`config.mk`:
```
export PLATFORM = sky130hd
export DESIGN_NAME = ppu_pullup_ctrl
export DESIGN_NICKNAME = d
export VERILOG_FILES = /design/src/design/ppu_pkg.sv /design/src/design/ppu_pin_sync.sv /design/src/design/ppu_pullup_ctrl.sv
export SDC_FILE = /design/constraint.sdc
export NUM_CORES = 1
export LEC_CHECK = 0
export ABC_CLOCK_PERIOD_IN_PS = 1300
export BUFFER_PORTS_ARGS = -buffer_cell sky130_fd_sc_hd__buf_2
export CORE_MARGIN = 2
export CORE_UTILIZATION = 37
export CTS_CLUSTER_SIZE = 28
export DETAILED_ROUTE_END_ITERATION = 12
export GPL_TIMING_DRIVEN = 1
export PLACE_DENSITY = 0.73
export SETUP_SLACK_MARGIN = 0.05
export SLEW_MARGIN = 15
export SYNTH_ARGS = -nofsm -noshare
export SYNTH_HDL_FRONTEND = slang
export SYNTH_SLANG_ARGS = --single-unit
```
`constraint.sdc`:
```
create_clock -name mclk -period 1.3 [get_ports mclk]
set_clock_uncertainty 0.1 [all_clocks]
set_input_delay 0.065 -clock mclk [delete_from_list [all_inputs] [get_ports mclk]]
set_output_delay 0.065 -clock mclk [all_outputs]
set_load 0.1 [all_outputs]
```
`src/design/ppu_pkg.sv`:
```
// constants and types for the per-pin input pull-up control of one 8-bit port
`default_nettype none
package ppu_pkg;
  localparam int PPU_PINS = 8;
  localparam int PPU_MODE_W = 2;
  localparam logic [1:0] PPU_MODE_1 = 2'h1;
  localparam logic [1:0] PPU_MODE_2 = 2'h2;
  localparam logic [1:0] PPU_MODE_3 = 2'h3;
  localparam logic [7:0] PPU_PULL_RST = 8'h00;
  localparam logic PPU_SYNC_RST = 1'b1;
  localparam int PPU_SYNC_STAGES = 3;

  typedef enum logic [1:0] {
    PPU_RUN = 2'b00,
    PPU_SWSTBY = 2'b01,
    PPU_HWSTBY = 2'b10
  } ppu_state_t;
endpackage
`default_nettype wire

```
`src/design/ppu_pin_sync.sv`:
```
// three-stage synchroniser that accepts a change once stages two and three agree
`default_nettype none
module ppu_pin_sync
  import ppu_pkg::*;
(
  input wire logic mclk,
  input wire logic sys_rst,
  input wire logic pin_in,
  output logic level_out
);
  logic s1_q;
  logic s2_q;
  logic s3_q;
  logic level_q;
  logic level_d;

  assign level_d = (s2_q == s3_q) ? s3_q : level_q;
  assign level_out = level_q;

  always_ff @(posedge mclk) begin
    if (sys_rst) begin
      s1_q <= PPU_SYNC_RST;
      s2_q <= PPU_SYNC_RST;
      s3_q <= PPU_SYNC_RST;
      level_q <= PPU_SYNC_RST;
    end else begin
      s1_q <= pin_in;
      s2_q <= s1_q;
      s3_q <= s2_q;
      level_q <= level_d;
    end
  end
endmodule
`default_nettype wire

```
`src/design/ppu_pullup_ctrl.sv`:
```
// per-pin input pull-up control for one 8-bit general-purpose port
`default_nettype none
module ppu_pullup_ctrl (
  input wire logic mclk,
  input wire logic sys_rst,
  input wire logic [ppu_pkg::PPU_MODE_W-1:0] chip_mode,
  input wire logic external_expansion_enable,
  input wire logic area_bus_width_select,
  input wire logic [ppu_pkg::PPU_PINS-1:0] port_direction_bits,
  input wire logic [ppu_pkg::PPU_PINS-1:0] port_output_latch_bits,
  input wire logic [ppu_pkg::PPU_PINS-1:0] periph_output_owned,
  input wire logic sw_standby,
  input wire logic hw_standby_n,
  output logic [ppu_pkg::PPU_PINS-1:0] pull_up_en,
  output logic pull_up_allowed,
  output logic [1:0] power_state
);
  import ppu_pkg::*;

  // ==========================================================
  // mode qualification
  logic mode_expanded;
  logic mode_single;
  logic mode_allowed;

  assign mode_expanded = (chip_mode == PPU_MODE_1) || (chip_mode == PPU_MODE_2) ||
                         (chip_mode == PPU_MODE_3);
  assign mode_single = (chip_mode == PPU_MODE_2) || (chip_mode == PPU_MODE_3);
  // narrow bus in expanded modes with external_expansion_enable high leaves mode_allowed low, so all pull-ups stay off
  assign mode_allowed = (mode_expanded && external_expansion_enable &&
                         area_bus_width_select) ||
                        (mode_single && !external_expansion_enable);
  assign pull_up_allowed = mode_allowed;

  // ==========================================================
  // hardware standby pin, crossed into mclk
  logic hw_standby_n_sync;

  ppu_pin_sync u_hwstby_sync (
    .mclk(mclk),
    .sys_rst(sys_rst),
    .pin_in(hw_standby_n),
    .level_out(hw_standby_n_sync)
  );

  // ==========================================================
  // power state
  ppu_state_t state_q;
  ppu_state_t state_d;

  always_comb begin
    state_d = state_q;
    case (state_q)
      PPU_RUN: begin
        if (!hw_standby_n_sync) begin
          state_d = PPU_HWSTBY;
        end else if (sw_standby) begin
          state_d = PPU_SWSTBY;
        end
      end
      PPU_SWSTBY: begin
        if (!hw_standby_n_sync) begin
          state_d = PPU_HWSTBY;
        end else if (!sw_standby) begin
          state_d = PPU_RUN;
        end
      end
      PPU_HWSTBY: begin
        if (hw_standby_n_sync) begin
          state_d = PPU_RUN;
        end
      end
      default: begin
        state_d = PPU_RUN;
      end
    endcase
  end

  always_ff @(posedge mclk) begin
    if (sys_rst) begin
      state_q <= PPU_RUN;
    end else begin
      state_q <= state_d;
    end
  end

  assign power_state = state_q;

  // ==========================================================
  // per-pin live enable and standby hold
  logic [PPU_PINS-1:0] live_en;
  logic [PPU_PINS-1:0] hold_q;
  logic [PPU_PINS-1:0] hold_d;
  logic [PPU_PINS-1:0] pull_sel;
  logic in_run;
  logic in_swstby;

  assign in_run = (state_q == PPU_RUN);
  assign in_swstby = (state_q == PPU_SWSTBY);

  genvar gi;
  generate
    for (gi = 0; gi < PPU_PINS; gi = gi + 1) begin : g_pin
      // in an allowed mode, input direction with latch at 1 pulls up, unless a peripheral drives the pin
      assign live_en[gi] = mode_allowed && !port_direction_bits[gi] &&
                           port_output_latch_bits[gi] &&
                           !periph_output_owned[gi];
      // while running the hold tracks the live value, so entry freezes the last one
      assign hold_d[gi] = in_run ? live_en[gi] : hold_q[gi];
      assign pull_sel[gi] = in_swstby ? (hold_q[gi] && mode_allowed &&
                                         !periph_output_owned[gi]) :
                            in_run ? live_en[gi] : 1'b0;
    end
  endgenerate

  always_ff @(posedge mclk) begin
    if (sys_rst) begin
      hold_q <= PPU_PULL_RST;
    end else begin
      hold_q <= hold_d;
    end
  end

  // combinational so the enable moves in the same cycle as its inputs
  assign pull_up_en = sys_rst ? PPU_PULL_RST : pull_sel;

  // ==========================================================
  // checks
  chk_reset_all_off: assert property (@(posedge mclk)
      sys_rst |-> pull_up_en == PPU_PULL_RST)
    else $error("pull-up on during reset");

  chk_reset_state: assert property (@(posedge mclk)
      sys_rst |=> (state_q == PPU_RUN && hold_q == PPU_PULL_RST))
    else $error("state or hold not cleared by reset");

  chk_hwstby_all_off: assert property (@(posedge mclk) disable iff (sys_rst)
      (state_q == PPU_HWSTBY) |-> pull_up_en == PPU_PULL_RST)
    else $error("pull-up on during hardware standby");

  chk_barred_mode_off: assert property (@(posedge mclk) disable iff (sys_rst)
      (mode_expanded && external_expansion_enable && !area_bus_width_select)
      |-> pull_up_en == PPU_PULL_RST)
    else $error("pull-up on in narrow expanded mode");

  chk_swstby_mode_off: assert property (@(posedge mclk) disable iff (sys_rst)
      (state_q == PPU_SWSTBY && !mode_allowed) |-> pull_up_en == PPU_PULL_RST)
    else $error("pull-up on in software standby outside allowed modes");

  chk_run_pin_follow: assert property (@(posedge mclk) disable iff (sys_rst)
      (state_q == PPU_RUN && mode_allowed) |->
      pull_up_en == (~port_direction_bits & port_output_latch_bits &
                     ~periph_output_owned))
    else $error("pull-up does not follow direction and latch");

  chk_run_combo_off: assert property (@(posedge mclk) disable iff (sys_rst)
      (state_q == PPU_RUN) |->
      (pull_up_en & (port_direction_bits | ~port_output_latch_bits)) == PPU_PULL_RST)
    else $error("pull-up on for output direction or cleared latch");

  chk_periph_forces_off: assert property (@(posedge mclk) disable iff (sys_rst)
      (periph_output_owned & pull_up_en) == PPU_PULL_RST)
    else $error("pull-up on for peripheral output pin");

  chk_live_same_cycle: assert property (@(posedge mclk) disable iff (sys_rst)
      (state_q == PPU_RUN && !mode_allowed) |-> pull_up_en == PPU_PULL_RST)
    else $error("pull-up on outside allowed modes");

  // ==========================================================
  // power state, standby hold and synchroniser checks
  chk_hwstby_entry_time: assert property (@(posedge mclk) disable iff (sys_rst)
      (!hw_standby_n) [*6] |-> state_q == PPU_HWSTBY)
    else $error("hardware standby not reached in time");

  chk_hwstby_exit_time: assert property (@(posedge mclk) disable iff (sys_rst)
      hw_standby_n [*6] |-> state_q != PPU_HWSTBY)
    else $error("hardware standby not left in time");

  chk_hwstby_wins: assert property (@(posedge mclk) disable iff (sys_rst)
      !hw_standby_n_sync |=> state_q == PPU_HWSTBY)
    else $error("hardware standby not entered from synchronised pin");

  // a synchronised change needs the pin steady on the two edges that fed stages two and three
  chk_sync_agree: assert property (@(posedge mclk) disable iff (sys_rst)
      ($changed(hw_standby_n_sync) && !$past(sys_rst)) |->
      (hw_standby_n_sync == $past(hw_standby_n, 3) &&
       hw_standby_n_sync == $past(hw_standby_n, 4)))
    else $error("standby pin change accepted without agreement");

  chk_swstby_entry: assert property (@(posedge mclk) disable iff (sys_rst)
      (state_q == PPU_RUN && hw_standby_n_sync && sw_standby) |=> state_q == PPU_SWSTBY)
    else $error("software standby not entered");

  chk_swstby_exit: assert property (@(posedge mclk) disable iff (sys_rst)
      (state_q == PPU_SWSTBY && hw_standby_n_sync && !sw_standby) |=> state_q == PPU_RUN)
    else $error("software standby not left");

  chk_hold_frozen: assert property (@(posedge mclk) disable iff (sys_rst)
      (state_q != PPU_RUN) |=> $stable(hold_q))
    else $error("standby hold moved outside run");

  chk_swstby_entry_keep: assert property (@(posedge mclk) disable iff (sys_rst)
      (state_q == PPU_RUN && hw_standby_n_sync && sw_standby &&
       $stable(periph_output_owned) && $stable(chip_mode) &&
       $stable(external_expansion_enable) && $stable(area_bus_width_select))
      ##1 (state_q == PPU_SWSTBY && $stable(periph_output_owned) && $stable(chip_mode) &&
           $stable(external_expansion_enable) && $stable(area_bus_width_select))
      |-> pull_up_en == $past(pull_up_en))
    else $error("pull-up changed on software standby entry");

  chk_swstby_steady: assert property (@(posedge mclk) disable iff (sys_rst)
      (state_q == PPU_SWSTBY && $past(state_q) == PPU_SWSTBY &&
       $stable(port_direction_bits) == 1'b0 && $stable(periph_output_owned) &&
       $stable(chip_mode) && $stable(external_expansion_enable) &&
       $stable(area_bus_width_select))
      |-> $stable(pull_up_en))
    else $error("pull-up moved with direction bits in software standby");
endmodule
`default_nettype wire

```
======== Word level (Yosys, flattened, before mapping) ========
Cells that the tools add are included.
storage, ports and cells
  input bits .............................. 32
  register bits after elaboration ......... 14
  logic and storage cells ................. 104
  output and inout port bits .............. 11
cells by class
  mux-type cells .......................... 23
  eq/ne operators ......................... 9
  reduce and logical (&&, ||, !) cells .... 66
operators with widths
  cell                  number
  $logic_and A1 B1 Y1   43
  $logic_not A1 Y1      17
  $mux W1               16
  $mux W2               5
  $mux W8               1
  $eq A2 B2 Y1 const B  3
  $ne A3 B3 Y1 const B  2
  $pmux W2 S3           1
  $eq A2 B1 Y1 const B  2
  $logic_or A1 B1 Y1    4
  $reduce_and A3 Y1     1
  $logic_not A2 Y1      1
  $ne A2 B1 Y1 const B  1
  $eq A1 B1 Y1          1

======== Logic depth before layout (Yosys ltp) ========
  word-level depth ........................ 12
  mapped depth ............................ 4
  depth with buffers taken out ............ 3

======== Modules after synthesis ========
From an unflattened synthesis, not the netlist that was laid out.
unflattened totals
  cells, all modules ...................... 82
  area total of the unflattened synthesis .. 715.7 sq um
modules (own cells, without submodules)
  module           cells each  times used  area an instance (sq um)  sequential area each (sq um)
  ppu_pullup_ctrl  72          1           600.6                     200.2
  ppu_pin_sync     10          1           115.1                     80.1

======== Worst setup path before layout ========
OpenSTA, ideal clock, no wires.
  path type ............................... register to output
  from .................................... register state_q[0], in the netlist power_state[0]
  to ...................................... output port pull_up_en[0] (netlist name)
  path slack .............................. -1.902 ns
  data required time ...................... 1.135 ns
  data arrival time ....................... 3.037 ns
  buffers on the path ..................... 1
  cell stages (with the launch flop) ...... 5
  cell sequence ........................... dfxtp_1 nor2b_1 clkbuf_1 nand3b_1 a21oi_1
between the ends
  longest elaborated chain between the ends .. 4
  elaborated cells between the ends (all ways) .. 5
  those cells by class .................... 1 x eq/ne; 3 x mux; 1 x reduce/logical
RTL lines
  item                    RTL line                text
  start, declared         ppu_pullup_ctrl.sv:48   ppu_state_t state_q;
  start signal, assigned  ppu_pullup_ctrl.sv:83   state_q <= state_d;
  $logic_not A2 Y1        ppu_pullup_ctrl.sv:98   assign in_run = (state_q == PPU_RUN);
  $mux W1                 ppu_pullup_ctrl.sv:112  in_run ? live_en[gi] : 1'b0;
  $mux W1 *               ppu_pullup_ctrl.sv:110  assign pull_sel[gi] = in_swstby ? (hold_q[gi] && mode_allowed &&
  $mux W8 *               ppu_pullup_ctrl.sv:125  assign pull_up_en = sys_rst ? PPU_PULL_RST : pull_sel;
  end, declared           ppu_pullup_ctrl.sv:14   output logic [ppu_pkg::PPU_PINS-1:0] pull_up_en,
Mark *: on every way between the ends. The rest lies on a longest branch, timed or not.

======== Final worst setup path ========
  from .................................... register state_q[0], in the netlist power_state[0]
  to ...................................... output port pull_up_en[4] (netlist name)
The elaborated chain is that of the path after synthesis.

==> run summary <==
simple-gate portion of the synthesized area: 34.0%
overall routed net length: 2670 µm
antenna cells: 0
adder-cell share of the synthesized area: 0%
mean routed wirelength per cell: 16.8 µm
required time of the worst setup path: 1130 ps
critical path arrival: 1480 ps
placed insts: 149
sequential share of the synthesized area: 39.2%
commonest non-fill, non-tap cells in the layout: buf_2, buf_12, dfxtp_1
Reg clk slew, reported paths: 90 ps
Yosys reg bits: 14
worst hold margin: 21.4 ps
final setup margin: -344 ps
most common cell after layout, fill and taps aside: buf_2
post-synthesis area per instance: 9.79 µm²
Pre-Repair DR Iteration Count: 4
die area: 2300 µm²
layout cells sized above 1: 71.6%
HP Class: input pin to flip-flop
vias in the first global route: 877
largest net degree at the start of global routing: 12
VDD IR-drop max: 0.570 mV
Placeable Area: 1760 µm²
DRC: 0
status: complete, but fails checks
Netlist cell types: 25
starting density of the core: 40.5%
PwrDens: 687 nW/µm²
post-synthesis mux area share: 0%
H-tree depth: 1
GP Congestion: 0.753
Port Buffers: 42
Max-cap violations: 0
number of synthesis warnings: 0
failing checks: setup timing
nets@finish: 167
CTS tree: built
Via density: 5.53
Fin. Hold Viols: 0
Initial DRC Count: 12
GRT Total Usage: 25.2%
clk root buf: clkbuf_4
Setup CP Type: flip-flop to primary output
Num CTS Buffers: 3
DPL Wire Length: 1690 µm
die width: 47.9 µm
Sink Count: 14
Final Cycle Share: 126%
CP max FO: 7
I/O Pins: 43
Max Transition Viols Final: 0
final antenna-violating net count: 0
GRT overflow: 0
Critical Path Start Type: flip-flop
unrepaired setup endpoints after global routing: yes
Synth Instances: 73
global-route wire length before repair: 3960 µm
max frequency: 0.608 GHz
maximum clock path buffer count: 2
P&R area growth vs syn: 117%
worst-skew pair later-pin latency: 280 ps
final cell count without fillers: 159
Synth Area in Compound Gates: 23.6%
initial antenna violation count: 0
syn nets: 105
Worst slew margin: 72.2%
slew at the pin with the worst max-slew slack: 414 ps
Worst Setup End Kind: primary output
main combinational cell family by area after synthesis: simple AND/OR/NAND/NOR gates
shortest period the worst path allows: 1640 ps
cell area after synthesis: 714 µm²
Leak: 0.613 nW
final setup fails: 11
# rows: 15
Post-Synth XOR/XNOR Area: 0%
Die Y-Extent: 47.9 µm
Vias: 879
## per-stage QoR
step / area (µm²) / utilization, % / setup TNS, ps / worst slack (ps) / power (W)
6_report: 1550 / 87.9 / -2690 / -344 / 0.00107
5_1_grt: 1550 / 87.9 / -3300 / -396 / 0.00111
2_1_floorplan: 828 / - / -4260 / -642 / 0.000608
3_3_place_gp: 1320 / 75.0 / -521 / -83.4 / 0.000734
3_5_place_dp: 1320 / 75.0 / -854 / -121 / 0.000740
4_1_cts: 1500 / 84.8 / -3000 / -359 / 0.00104
## path summary, 6_finish.rpt
path | from | to | slack (ps) | cells past startpoint
min | sys_rst | power_state[1] | 20 | 3
min reg2reg | u_hwstby_sync.s1_q | u_hwstby_sync.s2_q | 330 | 1
max reg2reg | power_state[0] | hold_q[3] | -60 | 4
max | power_state[0] | pull_up_en[4] | -340 | 5
## cell usage after synthesis, drive strengths merged
cell type / number / area share, %
nor3b: 1 / 1.1
o21bai: 1 / 1.1
clkbuf: 1 / 0.52
and4bb: 1 / 1.8
inv: 2 / 1.1
a22o: 3 / 3.7
or2: 4 / 3.5
nand3b: 5 / 5.3
nor4: 1 / 3.0
or3: 1 / 1.6
nor2: 9 / 5.4
buf: 1 / 1.6
a21oi: 8 / 5.6
nand3: 5 / 3.5
a211oi: 1 / 1.1
a32oi: 2 / 2.5
a2bb2o: 5 / 9.8
dfxtp: 14 / 39
nor3: 3 / 3.5
nor4b: 3 / 3.7
nor2b: 2 / 1.8
## layout make-up
cell class,instances,area (µm²)
Multi-Input combinational cell,55,646
Timing Repair Buffer,59,552
Sequential cell,14,288
Inverter,2,7.51
Clock buffer,4,26.3
Tap cell,25,31.3
Fill cell,92,214
## sequential cells by signal, summed over array words and instances, names as in the netlist
signal,cells
hold_q,8
power_state,2
u_hwstby_sync.level_out,1
u_hwstby_sync.s1_q,1
u_hwstby_sync.s2_q,1
u_hwstby_sync.s3_q,1
## worst max-delay path, stage by stage, from the launching register on
cell and delay [ps]:
dfxtp_4 390, nor2b_4 140, buf_6 140, nand3b_1 140
a21oi_4 200, buf_12 190
## cells by family after synthesis
family                 Yosys count
DFF                             14
buffers and inverters            4
AOI/OAI and AO/OA               20
and+or+nand+nor                 35
## metal layers
| layer | GRT usage (%) | vias to the layer above | routed length [µm] |
|---|---|---|---|
| met4 | 10.3 | 0 | 57 |
| met5 | 0 | - | 0 |
| met2 | 47.2 | 39 | 1470 |
| met3 | 4.15 | 6 | 143 |
| met1 | 27.8 | 430 | 998 |
| li1 | - | 404 | - |
## power breakdown
group	leakage (nW)	internal (W)	total [W]	switching, W
logic	0.482	0.000171	0.000362	0.000190
registers	0.115	0.000436	0.000444	0.00000857
clock network	0.0150	0.000119	0.000260	0.000141
## what timing repair did
| item | in CTS | in global routing |
|---|---|---|
| setup buffers | 4 | 1 |
| hold buffers | 2 | 0 |
| setup endpoints to repair | 16 | 16 |
| pin swaps | 12 | 8 |
| resized for setup | 15 | 12 |
| hold endpoints to repair | 2 | 0 |
Power figures use the tool's default switching activity.
